--- config.mk ---
export PLATFORM = sky130hd
export DESIGN_NAME = ucs_control_status
export DESIGN_NICKNAME = d
export VERILOG_FILES = /design/src/logic/ucs_pkg.sv /design/src/logic/ucs_control_status.sv /design/src/logic/ucs_rx_shifter.sv
export SDC_FILE = /design/constraint.sdc
export NUM_CORES = 1
export LEC_CHECK = 0
export ABC_AREA = 1
export ABC_CLOCK_PERIOD_IN_PS = 1500
export BUFFER_PORTS_ARGS = -buffer_cell sky130_fd_sc_hd__buf_2
export CORE_MARGIN = 10
export CORE_UTILIZATION = 27
export DETAILED_ROUTE_END_ITERATION = 8
export GPL_ROUTABILITY_DRIVEN = 0
export HOLD_SLACK_MARGIN = 0.06
export PLACE_DENSITY = 0.42
export SETUP_SLACK_MARGIN = 0.3
export SYNTH_ARGS = -nofsm -noshare
export SYNTH_HDL_FRONTEND = slang
export SYNTH_HIERARCHICAL = 1
export SYNTH_SLANG_ARGS = --single-unit
--- constraint.sdc ---
create_clock -name i_sys_clk -period 1.5 [get_ports i_sys_clk]
set_input_delay 0.075 -clock i_sys_clk [delete_from_list [all_inputs] [get_ports i_sys_clk]]
set_output_delay 0.075 -clock i_sys_clk [all_outputs]
set_load 0.01 [all_outputs]
--- src/logic/ucs_pkg.sv ---
package ucs_pkg;
  // Special function register addresses
  localparam logic [7:0] CTRL_ADDR  = 8'h98;
  localparam logic [7:0] DATA_ADDR  = 8'h99;
  // Control register field positions
  localparam int unsigned FMT_BIT   = 7;
  localparam int unsigned ONE_BIT   = 6;
  localparam int unsigned AFE_BIT   = 5;
  localparam int unsigned REN_BIT   = 4;
  localparam int unsigned TB8_BIT   = 3;
  localparam int unsigned RB8_BIT   = 2;
  localparam int unsigned TID_BIT   = 1;
  localparam int unsigned RID_BIT   = 0;
  // Reset values
  localparam logic [7:0] CTRL_RESET = 8'h40;
  localparam logic [7:0] DATA_RESET = 8'h00;
  // Oversampling: sixteen ticks per bit, mid sample after eight
  localparam logic [3:0] TICK_LAST  = 4'hF;
  localparam logic [3:0] TICK_MID   = 4'h7;
  localparam logic [2:0] DATA_LAST  = 3'h7;
  // Transmit and receive sequencer states
  typedef enum logic [2:0] {
    TX_IDLE, TX_START, TX_DATA, TX_NINTH, TX_STOP
  } ucs_tx_e;
  typedef enum logic [2:0] {
    RX_IDLE, RX_START, RX_DATA, RX_NINTH, RX_STOP
  } ucs_rx_e;
endpackage

--- src/logic/ucs_control_status.sv ---
// Functional notes
// - 8-bit filter: receive-done needs high stop bit
// - 9-bit filter: receive-done needs high ninth bit
// - Transmit-done set at stop bit start
// - Transmit-done requests interrupt when enabled
// - 9-bit frame: start, eight, ninth, stop
// - Receive only while receive enable set
// - Load data, ninth, flag only if flag clear
// - 9-bit receive stores ninth bit, ignores stop
`timescale 1ns/1ps
module ucs_control_status (
  input  wire logic       i_sys_clk,
  input  wire logic       i_sys_rst,
  input  wire logic [7:0] i_sfr_addr,
  input  wire logic       i_sfr_wr,
  input  wire logic [7:0] i_sfr_wdata,
  input  wire logic       i_bit_wr,
  input  wire logic [2:0] i_bit_idx,
  input  wire logic       i_bit_val,
  input  wire logic       i_port_int_en,
  input  wire logic       i_tick16,
  input  wire logic       i_rxd,
  output logic [7:0]      o_sfr_rdata,
  output logic            o_txd,
  output logic            o_port_irq
);
  // All state of the control block
  typedef struct packed {
    logic [7:0]       ctrl;
    logic [7:0]       rx_buf;
    logic [7:0]       tx_shift;
    logic [2:0]       tx_cnt;
    logic [3:0]       tx_tick;
    ucs_pkg::ucs_tx_e tx_st;
    logic             txd;
    logic             irq;
    logic [7:0]       rdata;
    logic [1:0]       rxd_sync;
  } ucs_ctl_s;

  ucs_ctl_s s_q;        // Registered state
  ucs_ctl_s s_d;        // Next state
  logic     rx_done;    // Frame received pulse
  logic [7:0] rx_data;  // Received byte
  logic     rx_ninth;   // Received ninth bit
  logic     rx_stop;    // Received stop bit

  //////////////////////////////////////////////////////////////////////////
  // Decode helpers
  // Read view of the control register; unused bit reads one
  function automatic logic [7:0] ctrl_view(input logic [7:0] c);
    ctrl_view = c;
    ctrl_view[ucs_pkg::ONE_BIT] = 1'b1;
  endfunction

  // Address decode for the control register
  function automatic logic is_ctrl(input logic [7:0] a);
    is_ctrl = (a == ucs_pkg::CTRL_ADDR);
  endfunction

  // Address decode for the data buffer
  function automatic logic is_data(input logic [7:0] a);
    is_data = (a == ucs_pkg::DATA_ADDR);
  endfunction

  //////////////////////////////////////////////////////////////////////////
  // Receiver shift engine
  // Fed from the synchronised pin; clearing the enable drops a frame
  ucs_rx_shifter i_ucs_rx_shifter (
    .i_sys_clk    (i_sys_clk),
    .i_sys_rst    (i_sys_rst),
    .i_tick16     (i_tick16),
    .i_rxd        (s_q.rxd_sync[1]),
    .i_enable     (s_q.ctrl[ucs_pkg::REN_BIT]),
    .i_ninth_mode (s_q.ctrl[ucs_pkg::FMT_BIT]),
    .o_done       (rx_done),
    .o_data       (rx_data),
    .o_ninth      (rx_ninth),
    .o_stop       (rx_stop)
  );

  //////////////////////////////////////////////////////////////////////////
  // Register file, transmitter and flags
  always_comb begin
    logic mode9;        // Nine-bit frame format selected
    logic qual;         // Address filter passes the frame
    logic tx_set;       // Transmit-done set event
    logic ctl_byte_wr;  // Whole-byte write to control
    logic ctl_bit_wr;   // Single-bit write to control
    logic dat_wr;       // Byte write to the data buffer
    mode9       = s_q.ctrl[ucs_pkg::FMT_BIT];
    qual        = 1'b0;
    tx_set      = 1'b0;
    // Strobe decode; a byte write takes priority over a bit write
    ctl_byte_wr = i_sfr_wr && is_ctrl(i_sfr_addr);
    ctl_bit_wr  = i_bit_wr && is_ctrl(i_sfr_addr);
    dat_wr      = i_sfr_wr && is_data(i_sfr_addr);
    s_d         = s_q;
    // Pin synchroniser; only the second stage feeds the receiver,
    // the first may still be settling from a metastable sample
    s_d.rxd_sync = {s_q.rxd_sync[0], i_rxd};

    // Software writes, whole byte or single bit
    if (ctl_byte_wr) begin
      s_d.ctrl = i_sfr_wdata;
    end else if (ctl_bit_wr) begin
      s_d.ctrl[i_bit_idx] = i_bit_val;
    end
    // Spare bit is never stored; the read view supplies its one
    s_d.ctrl[ucs_pkg::ONE_BIT] = 1'b0;

    // Transmit sequencer, sixteen ticks per bit
    // A data write while busy would corrupt the frame on the line,
    // so it is dropped, also during the stop bit after transmit-done is set
    unique case (s_q.tx_st)
      ucs_pkg::TX_IDLE: begin
        // Data write starts a frame; writes while busy are dropped
        if (dat_wr) begin
          s_d.tx_shift = i_sfr_wdata;
          s_d.tx_st    = ucs_pkg::TX_START;
          s_d.tx_tick  = 4'h0;
          s_d.txd      = 1'b0;
        end
      end
      default: begin
        if (i_tick16) begin
          s_d.tx_tick = s_q.tx_tick + 4'h1;
          if (s_q.tx_tick == ucs_pkg::TICK_LAST) begin
            unique case (s_q.tx_st)
              ucs_pkg::TX_START: begin
                // First data bit, least significant first
                s_d.tx_st  = ucs_pkg::TX_DATA;
                s_d.tx_cnt = 3'h0;
                s_d.txd    = s_q.tx_shift[0];
              end
              ucs_pkg::TX_DATA: begin
                s_d.tx_shift = {1'b0, s_q.tx_shift[7:1]};
                s_d.tx_cnt   = s_q.tx_cnt + 3'h1;
                if (s_q.tx_cnt != ucs_pkg::DATA_LAST) begin
                  s_d.txd = s_q.tx_shift[1];
                end else if (mode9) begin
                  // Programmable ninth bit
                  s_d.tx_st = ucs_pkg::TX_NINTH;
                  s_d.txd   = s_q.ctrl[ucs_pkg::TB8_BIT];
                end else begin
                  // Eighth bit done: stop bit begins
                  s_d.tx_st = ucs_pkg::TX_STOP;
                  s_d.txd   = 1'b1;
                  tx_set    = 1'b1;
                end
              end
              ucs_pkg::TX_NINTH: begin
                // Stop bit begins
                s_d.tx_st = ucs_pkg::TX_STOP;
                s_d.txd   = 1'b1;
                tx_set    = 1'b1;
              end
              ucs_pkg::TX_STOP: begin
                // Stop bit over, line stays high
                s_d.tx_st = ucs_pkg::TX_IDLE;
              end
              default:          s_d.tx_st = ucs_pkg::TX_IDLE;
            endcase
          end
        end
      end
    endcase
    // Hardware set wins over a same-cycle software clear
    if (tx_set) begin
      s_d.ctrl[ucs_pkg::TID_BIT] = 1'b1;
    end

    // Receive qualification: a frame that fails the filter, or that
    // arrives while the previous one is unread, changes nothing, so
    // software never loses a byte it has not yet fetched
    if (mode9) begin
      qual = !s_q.ctrl[ucs_pkg::AFE_BIT] || rx_ninth;
    end else begin
      qual = !s_q.ctrl[ucs_pkg::AFE_BIT] || rx_stop;
    end
    if (rx_done && !s_q.ctrl[ucs_pkg::RID_BIT] && qual) begin
      s_d.rx_buf = rx_data;
      // Ninth bit in 9-bit mode, stop bit in 8-bit mode
      s_d.ctrl[ucs_pkg::RB8_BIT] = mode9 ? rx_ninth : rx_stop;
      s_d.ctrl[ucs_pkg::RID_BIT] = 1'b1;
    end

    // Level interrupt request from either flag; built from the next
    // flag values so the request rises on the edge that sets a flag
    s_d.irq = i_port_int_en &&
              (s_d.ctrl[ucs_pkg::TID_BIT] ||
               s_d.ctrl[ucs_pkg::RID_BIT]);

    // Registered read data; unmapped addresses read zero
    // Data reads return the receive latch, never the transmit shifter
    if (is_ctrl(i_sfr_addr)) begin
      s_d.rdata = ctrl_view(s_q.ctrl);
    end else if (is_data(i_sfr_addr)) begin
      s_d.rdata = s_q.rx_buf;
    end else begin
      s_d.rdata = 8'h00;
    end
  end

  // State register
  // Reset leaves the line idle high and the synchroniser at the
  // idle level of the pin, so no false start bit follows reset
  always_ff @(posedge i_sys_clk) begin
    if (i_sys_rst) begin
      s_q          <= '0;
      s_q.ctrl     <= ucs_pkg::CTRL_RESET & 8'hBF;
      s_q.rx_buf   <= ucs_pkg::DATA_RESET;
      s_q.tx_st    <= ucs_pkg::TX_IDLE;
      s_q.txd      <= 1'b1;
      s_q.rxd_sync <= 2'h3;
    end else begin
      s_q <= s_d;
    end
  end

  // Outputs straight from the state register
  assign o_sfr_rdata = s_q.rdata;
  assign o_txd       = s_q.txd;
  assign o_port_irq  = s_q.irq;
endmodule

--- src/logic/ucs_rx_shifter.sv ---
`timescale 1ns/1ps
module ucs_rx_shifter (
  input  wire logic       i_sys_clk,
  input  wire logic       i_sys_rst,
  input  wire logic       i_tick16,
  input  wire logic       i_rxd,
  input  wire logic       i_enable,
  input  wire logic       i_ninth_mode,
  output logic            o_done,
  output logic [7:0]      o_data,
  output logic            o_ninth,
  output logic            o_stop
);
  // All receiver state
  typedef struct packed {
    ucs_pkg::ucs_rx_e st;
    logic [3:0]       tick;
    logic [2:0]       cnt;
    logic [7:0]       data;
    logic             ninth;
    logic             stop;
    logic             done;
  } ucs_rx_s;

  ucs_rx_s r_q;  // Registered state
  ucs_rx_s r_d;  // Next state

  //////////////////////////////////////////////////////////////////////////
  // Frame sequencer
  always_comb begin
    r_d      = r_q;
    r_d.done = 1'b0;
    if (!i_enable) begin
      // Disabled: drop any frame in progress
      r_d.st = ucs_pkg::RX_IDLE;
    end else if (i_tick16) begin
      r_d.tick = r_q.tick + 4'h1;
      unique case (r_q.st)
        ucs_pkg::RX_IDLE: begin
          // Falling edge starts a frame
          if (!i_rxd) begin
            r_d.st   = ucs_pkg::RX_START;
            r_d.tick = 4'h0;
          end
        end
        ucs_pkg::RX_START: begin
          // Recheck start bit at mid point
          if (r_q.tick == ucs_pkg::TICK_MID) begin
            r_d.tick = 4'h0;
            r_d.cnt  = 3'h0;
            r_d.st   = i_rxd ? ucs_pkg::RX_IDLE : ucs_pkg::RX_DATA;
          end
        end
        ucs_pkg::RX_DATA: begin
          // Shift in least significant bit first
          if (r_q.tick == ucs_pkg::TICK_LAST) begin
            r_d.data = {i_rxd, r_q.data[7:1]};
            r_d.cnt  = r_q.cnt + 3'h1;
            if (r_q.cnt == ucs_pkg::DATA_LAST) begin
              r_d.st = i_ninth_mode ? ucs_pkg::RX_NINTH : ucs_pkg::RX_STOP;
            end
          end
        end
        ucs_pkg::RX_NINTH: begin
          // Capture the ninth data bit
          if (r_q.tick == ucs_pkg::TICK_LAST) begin
            r_d.ninth = i_rxd;
            r_d.st    = ucs_pkg::RX_STOP;
          end
        end
        ucs_pkg::RX_STOP: begin
          // Sample stop bit and report the frame
          if (r_q.tick == ucs_pkg::TICK_LAST) begin
            r_d.stop = i_rxd;
            r_d.done = 1'b1;
            r_d.st   = ucs_pkg::RX_IDLE;
          end
        end
        default: r_d.st = ucs_pkg::RX_IDLE;
      endcase
    end
  end

  // State register
  always_ff @(posedge i_sys_clk) begin
    if (i_sys_rst) begin
      r_q <= '0;
    end else begin
      r_q <= r_d;
    end
  end

  assign o_done  = r_q.done;
  assign o_data  = r_q.data;
  assign o_ninth = r_q.ninth;
  assign o_stop  = r_q.stop;
endmodule

==> impl_metrics.ini, run 1 <==
[run_status]
outcome = complete, no violations

[timing]
timing.slew.headroom_pct = 60.3
timing.final.crit_share_pct = 91.6
holdWs_ps = 84.1
final_hold_fails = 0
clock.fmax_mhz = 728
setup_viol_count_final = 0
unrepaired_setup_endpoints_after_global_routing = true
totalNegativeSetupSlack_ps = 0
fin_crit_ps = 1370
worst_pin_slew_ps = 595
fin_worst_skew_ps = 7.24
setup_slack_ps = 126
max_slew_vio_count = 0

[synthesis]
netlist_area_um2 = 3430
synth_mux_area_share_pct = 0
synthesized_area_fraction_occupied_by_ao_oa_aoi_and_oai_cells_pct = 11.8
total_nets_after_synthesis = 542
synth_xor_xnor_area_share_pct = 0.766
ys.warnings.count = 6
postSynthRegisterBits = 66
syn_inst = 509
syn_area_per_cell_um2 = 6.74
ranking_of_synthesized_cells_by_area = dfxtp_1 39%, nand2_1 14%, nor2_1 9.3%
synthSimpleGateAreaFrac_pct = 37.0
synthDominantAreaCellType = dfxtp_1
synth_top_family_by_area = simple AND/OR/NAND/NOR gates
sequential_cell_area_fraction_in_the_yosys_report_pct = 38.5
yosys.area.top_type_share_pct = 38.5
post_synth_fa_ha_maj_area_fraction_pct = 2.19
yosys.cell_types.count = 33

[finish]
mostFrequentLayoutCell = nand2_1
multi_input_area_um2 = 2170
area.sequential_um2 = 1350
finish.instance_area_um2 = 4750
most-common-layout-cells = 106 x nand2_1, 74 x nor2_1, 51 x dfxtp_1, 38 x a21oi_1, 37 x buf_2
share_of_final_layout_standard_cells_stronger_than_drive_strength_1_pct = 35.1
insertedDiodeCount = 0
final_util_pct = 38.0
final_nets = 607
area.growth.synth_to_final_pct = 38.6
nFillCells = 1354

[worst_hold_path]
worstHoldPathType = in -> reg
hold_end = s_q[40]
timing.hold.worst_path_depth = 3
min_from = i_sfr_wdata[2]

[place]
place.detailed.hpwl_um = 6620
dpl-instance-area_um2 = 3840
number_of_buffer_cells_added_on_primary_ports = 36
post-place-ws_ps = 60.5

[critical_path]
rr_worst_depth = 9
worst_ep_arrival_time_ps = 1600
crit_path_start_kind = flip-flop
reg2reg_from = s_q[14]
timing.setup.critical_path_class = reg -> reg
startpoint = s_q[14]
r2r-end = s_q[24]
r2r_setup_slack_ps = 130
worstPathMaxFanout = 8
required_time_at_the_endpoint_of_the_critical_path_ps = 1720
cp-end-kind = flip-flop

[cts]
tritoncts.num_buffers = 9
clkLatencyLatePin_ps = 340
clock-root-buffer = clkbuf_16
tritoncts = built
cts.clk_slew.worst_paths_ps = 60
numClockSinks = 66
clock_tree.htree_level_count = 3
cts.path.max_buffers = 2

[die]
die_area_um2 = 17600
floorplan.initialDensity_pct = 27.4
rows = 41
ios = 37
core_area_um2 = 12500
chipWidth_um = 133
fp.dieH_um = 133

[routing]
postRouteWirelength_um = 9550
drt_iter0_drc = 113
vias_per_cell = 4.37
detail-route-antenna-nets = 0
drt_pre_antenna_iters = 4
detail_route.drc_violations = 0
route.detailed.wl_per_inst_um = 12.7
dr_total_vias = 3285

[global_routing]
grt_pass1_wl_um = 15800
number_of_global_route_vias_before_repair = 3201
groute.usage.overall_pct = 11.0
grt_start_max_net_pins = 22
global_route.overflow_total = 0
antenna_found_initial = 0

[run]
max_cap_viol_count = 0

[power_and_ir_drop]
powerDensity_nw_per_um2 = 905
vdd_ir_drop_max_mv = 0.372
total_leakage_power_uw = 0.00202
kinds of logic (layout without fill, tap and decap cells):
family | Yosys count | count (layout)
flip-flops | 66 | 66
XOR/XNOR | 3 | 3
adder cells (fa/ha/maj) | 6 | 6
AO/OA/AOI/OAI | 78 | 78
buffers and inverters | 70 | 138
AND/OR/NAND/NOR | 286 | 288
worst max path at each step:
stage / endpoint / depth (start not counted) / slack [ps]
3_3_place_gp: s_q[14] / 8 / 90
5_1_grt: s_q[24] / 8 / 30
2_1_floorplan: s_q[24] / 8 / 100
3_5_place_dp: s_q[24] / 8 / 60
4_1_cts: s_q[29] / 8 / 150
6_report: s_q[24] / 9 / 130
worst max-delay path: stages (launching register included):
cell     delay (ps)
dfxtp_4         360
nor2_4          140
nand2_4         110
nand2_2         100
inv_2            50
nor3_4          160
buf_6           150
nand2_8          70
nand2_1          70
a21oi_1          50
cell usage after synthesis:
cell type  count
o211ai_1       2
xnor2_1        1
nand2_4        2
buf_2          2
a211oi_1       1
nand3_2        1
nand4_1        1
nor2_8         1
clkbuf_1       5
o21ai_1        2
nor3_4         1
nand3_1       39
a21oi_2        1
nand3b_1       1
inv_2          4
o21ai_0       30
buf_4         16
nor2_4         5
buf_6          1
nand2_1      128
ha_1           6
dfxtp_1       66
or2_2          2
o21bai_1       1
clkinv_1       1
a21oi_1       41
xor2_1         2
nand2_2        9
nor3_2         1
nor2_1        85
inv_1         41
nor2_2         6
nor3_1         4
layer usage:
| layer | up-vias | wire (um) | track usage (%) |
|---|---|---|---|
| li1 | 1751 | - | - |
| met1 | 1461 | 4760 | 14.0 |
| met2 | 60 | 4220 | 16.5 |
| met3 | 13 | 404 | 3.75 |
| met4 | 0 | 166 | 4.65 |
| met5 | - | 0 | 0 |
per-stage QoR:
| stage | power, uW | cells |
|---|---|---|
| after detailed placement | 2210 | 703 |
| after global routing | 4530 | 751 |
| after floorplan | 2080 | 509 |
| after CTS | 4360 | 744 |
| final | 4300 | 751 |
| after global placement | 2210 | 703 |
timing repair:
action / in CTS / in global routing
cloned: 2 / 1
resized for setup: 59 / 49
hold buffers: 3 / 0
endpoints found under the setup margin: 47 / 49
endpoints found under the hold margin: 3 / 0
setup buffers: 20 / 6
pin swaps: 24 / 14
cell type report:
| cell class | count | share of cell area (%) |
|---|---|---|
| repair buffers | 76 | 11.6 |
| well taps | 172 | 4.53 |
| clock inverters | 7 | 1.16 |
| clock buffers | 9 | 4.74 |
| inverters | 46 | 3.92 |
| multi-input cells | 375 | 45.6 |
| flip-flops and latches | 66 | 28.5 |
state kept, by name (all words and copies together) (netlist names):
name,cells
o_txd,1
o_port_irq,1
s_q,34
i_ucs_rx_shifter/o_done,1
s_d,1
i_ucs_rx_shifter/o_stop,1
i_ucs_rx_shifter/o_ninth,1
i_ucs_rx_shifter/o_data,8
i_ucs_rx_shifter/r_q,10
o_sfr_rdata,8
where the power goes:
part	leakage [uW]	switching [uW]	internal, uW	total [uW]
clock	0.000132	852	1130	1980
combinational	0.00134	315	215	531
sequential	0.000541	18.0	1770	1790
total	0.00202	1190	3120	4300
Power figures use the tool's default switching activity.
==> run 2: changes to the inputs <==
Settings changed: CORE_ASPECT_RATIO from default to 1.25, SKIP_LAST_GASP from default to 1.
==> impl_metrics.ini, run 2 (synthesized netlist as in run 1, its figures left out) <==
[finish]
top_regs = s_q: 34 flops, i_ucs_rx_shifter/r_q: 10 flops
share_of_final_layout_standard_cells_stronger_than_drive_strength_1_pct = 35.8
regMostFlops = s_q
multi_input_area_um2 = 2170
final_nets = 615
finish.instance_area_um2 = 4830
area.sequential_um2 = 1350
largest_reg_flops = 34
mostFrequentLayoutCell = nand2_1
nFillCells = 1342
area.growth.synth_to_final_pct = 40.8
insertedDiodeCount = 0
most-common-layout-cells = 118 x nand2_1, 67 x nor2_1, 51 x dfxtp_1, 36 x buf_4, 36 x buf_2

[worst_hold_path]
worstHoldPathType = in -> reg

[die]
core_area_um2 = 12500
ios = 37
chipWidth_um = 121
rows = 46
fp.dieH_um = 146
die_area_um2 = 17600
floorplan.initialDensity_pct = 27.3

[global_routing]
grt_pass1_wl_um = 15800
global_route.overflow_total = 0
grt_start_max_net_pins = 19
number_of_global_route_vias_before_repair = 3265
antenna_found_initial = 0
groute.usage.overall_pct = 11.2

[power_and_ir_drop]
total_power_uw = 4650
total_leakage_power_uw = 0.00205
powerDensity_nw_per_um2 = 963
vdd_ir_drop_max_mv = 0.422

[place]
number_of_buffer_cells_added_on_primary_ports = 36
dpl-instance-area_um2 = 3840
place.detailed.hpwl_um = 6850

[timing]
max_slew_vio_count = 0
timing.final.crit_share_pct = 93.1
final_hold_fails = 0
worst_pin_slew_ps = 639
clock.fmax_mhz = 716
timing.slew.headroom_pct = 57.3
fin_crit_ps = 1400
fin_worst_skew_ps = 7.16
unrepaired_setup_endpoints_after_global_routing = true
totalNegativeSetupSlack_ps = 0
setup_viol_count_final = 0

[critical_path]
crit_path_start_kind = flip-flop
cp-end-kind = flip-flop
worstPathMaxFanout = 4
timing.setup.critical_path_class = reg -> reg
worst_ep_arrival_time_ps = 1680
r2r_setup_slack_ps = 100
required_time_at_the_endpoint_of_the_critical_path_ps = 1780

[routing]
dr_total_vias = 3362
drt_iter0_drc = 159
route.detailed.wl_per_inst_um = 12.9
detail_route.drc_violations = 0
vias_per_cell = 4.45
drt_pre_antenna_iters = 4
detail-route-antenna-nets = 0
postRouteWirelength_um = 9710

[cts]
numClockSinks = 66
tritoncts = built
cts.clk_slew.worst_paths_ps = 60
tritoncts.num_buffers = 9
clock_tree.htree_level_count = 3
cts.path.max_buffers = 2
clkLatencyLatePin_ps = 340
clock-root-buffer = clkbuf_16

[run]
max_cap_viol_count = 0

[run_status]
outcome = complete, no violations
## run 2: repair_timing
action / CTS / global route
buffers inserted: 26 / 8
gates cloned: 2 / 0
gates resized for setup: 52 / 60
setup endpoints to repair: 46 / 50
hold endpoints to repair: 3 / 0
pin swaps: 39 / 20
hold buffers: 3 / 0
## run 2: path summary, 6_finish.rpt
check,cells past startpoint,startpoint,end
worst min register to register,1,s_d[1],s_q[1]
worst max register to register,8,s_q[15],s_q[39]
worst max-delay path,8,s_q[15],s_q[39]
worst min-delay path,3,i_sfr_wdata[2],s_q[40]
## run 2: final cells by class
cell class	count	share of cell area [%]
clock buffer	9	4.66
multi-input combinational	375	44.8
inverter	46	3.94
tap	168	4.35
clock inverter	7	2.07
timing repair buffer	84	12.2
sequential	66	27.9
## run 2: routing by layer
metal	track usage [%]	share of wire (%)	vias up
li1	-	-	1765
met1	13.2	44	1512
met2	17.7	47	69
met3	3.03	5.9	16
met4	6.53	2.8	0
met5	0	0	-
## run 2: per-stage QoR
step                      hold slack (ps)  worst slack [ps]  std cells  utilization (%)
after floorplan                       144               102        509                -
after global placement                265              92.7        700             30.6
after detailed placement              267              57.5        700             30.6
after CTS                            67.1               120        747             36.5
after global routing                 85.3             -3.91        755             38.5
final                                61.3               104        755             38.5
## run 2: worst max-delay path, stage by stage (launching register included)
cell	delay, ps
dfxtp_2	350
ha_4	150
nand3_4	90
buf_4	150
o21bai_4	180
nor2_4	140
nor2_2	60
buf_4	130
a21oi_2	90
## run 2: power by group
group          switching [uW]  internal, uW  total (uW)
combinational             310           228         538
sequential               15.4          1770        1790
clock                     855          1470        2320
==> run 3: changes to the inputs <==
Settings changed: PLACE_DENSITY 0.42 to 0.48.
==> impl_metrics.ini, run 3 (synthesized netlist as in run 1, its figures left out) <==
[run_status]
outcome = complete, no violations

[power_and_ir_drop]
pwr-share-seq_pct = 39.9
powerDensity_nw_per_um2 = 926
power_frac_comb_pct = 12.7
vdd_ir_drop_max_mv = 0.363
internal_power_uw = 3350
switchingPower_uw = 1140
power.clock.fraction_pct = 47.4
total_leakage_power_uw = 0.00207
swShare_pct = 25.4

[die]
chipWidth_um = 121
rows = 46
floorplan.initialDensity_pct = 27.3
fp.dieH_um = 146
die_area_um2 = 17600
ios = 37
core_area_um2 = 12500

[timing]
timing.final.crit_share_pct = 95.9
max_slew_vio_count = 0
clock.fmax_mhz = 695
fin_crit_ps = 1440
fin_worst_skew_ps = 6.45
final_hold_fails = 0
worst_pin_slew_ps = 567
setup_viol_count_final = 0
unrepaired_setup_endpoints_after_global_routing = true
timing.slew.headroom_pct = 62.1

[critical_path]
crit_path_start_kind = flip-flop
crit_slowest_cell = dfxtp_2
timing.setup.critical_path_class = reg -> reg
cell_count_along_the_critical_path = 8
crit_buf_inv = 2
reg2reg_from = s_q[16]
rr_worst_depth = 8
cp-end-kind = flip-flop
critical_path.max_stage_delay_ps = 350
timing.critical_path.cells = ha_4 > nand3_4 > nand2_4 > inv_2 > nor3_4 > buf_6 > nand3b_1 > a21oi_1
delay_heaviest_family_cp = simple AND/OR/NAND/NOR gates
worst_ep_arrival_time_ps = 1710
required_time_at_the_endpoint_of_the_critical_path_ps = 1770
startpoint = s_q[16]
worstPathMaxFanout = 5

[finish]
insertedDiodeCount = 0
instances_no_fill = 754
regMostFlops = s_q
largest_reg_flops = 34
top_regs = s_q: 34 flops, i_ucs_rx_shifter/r_q: 10 flops
share_of_final_layout_standard_cells_stronger_than_drive_strength_1_pct = 35.8
area.growth.synth_to_final_pct = 41.3
final_nets = 614
mostFrequentLayoutCell = nand2_1
finish.instance_area_um2 = 4840
nFillCells = 1339
most-common-layout-cells = 114 x nand2_1, 71 x nor2_1, 50 x dfxtp_1, 36 x a21oi_1, 36 x buf_2

[routing]
drt_pre_antenna_iters = 4
postRouteWirelength_um = 9580
detail-route-antenna-nets = 0
detail_route.drc_violations = 0
drt_iter0_drc = 207
dr_total_vias = 3416
route.detailed.wl_per_inst_um = 12.7
vias_per_cell = 4.53

[place]
dpl-instance-area_um2 = 3840
dpl.cell_count = 700
place.detailed.hpwl_um = 6660
number_of_buffer_cells_added_on_primary_ports = 36

[global_routing]
antenna_found_initial = 0
groute.usage.overall_pct = 10.9
grt_pass1_wl_um = 15700
global_route.overflow_total = 0
number_of_global_route_vias_before_repair = 3324
grt_start_max_net_pins = 19

[cts]
cts.clk_slew.worst_paths_ps = 60
clkLatencyLatePin_ps = 340
cts.path.max_buffers = 2
clock-root-buffer = clkbuf_16
clock_tree.htree_level_count = 3
numClockSinks = 66
tritoncts = built
tritoncts.num_buffers = 9

[worst_hold_path]
worstHoldPathType = in -> reg
timing.hold.worst_path_depth = 3
min_from = i_sfr_wdata[2]

[run]
max_cap_viol_count = 0
==> run 3: cell types whose count changed in the layout (fill, tap and decap cells not counted), sizes merged <==
| cell | change |
|---|---|
| inv | -2 |
| buf | -1 |
| clkinv | +1 |
| clkinvlp | +1 |
| nand2 | +1 |
| clkbuf | +1 |
| nor2 | -1 |
| bufinv | -1 |
==> run 3: final timing paths <==
kind	slack, ps	to
worst max-delay path	60	s_q[29]
worst min-delay path	90	s_q[40]
worst max register to register	60	s_q[29]
worst min register to register	410	s_q[1]
==> run 3: layout make-up <==
| type | instances | area (um2) | area share, % |
|---|---|---|---|
| Clock buffer | 10 | 239 | 4.93 |
| Clock inverter | 6 | 65.1 | 1.34 |
| Inverter | 46 | 188 | 3.87 |
| Multi-Input combinational cell | 375 | 2160 | 44.7 |
| Sequential cell | 66 | 1350 | 27.9 |
| Tap cell | 168 | 210 | 4.34 |
| Timing Repair Buffer | 83 | 627 | 12.9 |
==> run 3: repair_timing <==
| item | 4_1_cts | 5_1_grt |
|---|---|---|
| pin swaps | 33 | 20 |
| hold buffers | 3 | 0 |
| endpoints found under the hold margin | 5 | 0 |
| setup endpoints to repair | 37 | 50 |
| gates cloned | 2 | 0 |
| buffers inserted | 24 | 9 |
| gates resized for setup | 56 | 45 |
==> run 3: per-layer routing <==
| layer | routed length, um | track usage [%] |
|---|---|---|
| met2 | 4880 | 18.9 |
| met3 | 425 | 2.37 |
| met4 | 218 | 5.86 |
| met1 | 4050 | 12.1 |
| met5 | 0 | 0 |
==> run 3: stage by stage <==
step / TNS (ps) / power, uW / setup slack, ps / hold WS, ps / utilization [%]
2_1_floorplan: 0 / 2080 / 102 / 144 / -
3_3_place_gp: 0 / 2220 / 135 / 267 / 30.6
3_5_place_dp: 0 / 2220 / 97.7 / 272 / 30.6
4_1_cts: 0 / 4480 / 136 / 84.6 / 37.1
5_1_grt: -6.52 / 4660 / -6.52 / 108 / 38.6
6_report: 0 / 4490 / 62.0 / 86.5 / 38.6
==> run 3: worst reg2reg max path: stages, from the launching register on <==
cell	delay (ps)
dfxtp_2	350
ha_4	150
nand3_4	90
nand2_4	80
inv_2	50
nor3_4	280
buf_6	180
nand3b_1	80
a21oi_1	120
==> run 3: power by group through the flow <==
| stage | combinational [uW] | clock, uW | sequential [uW] |
|---|---|---|---|
| after floorplan | 244 | 0 | 1830 |
| after global placement | 380 | 0 | 1840 |
| after detailed placement | 382 | 0 | 1840 |
| after CTS | 504 | 2180 | 1790 |
| after global routing | 623 | 2240 | 1790 |
| final | 572 | 2130 | 1790 |
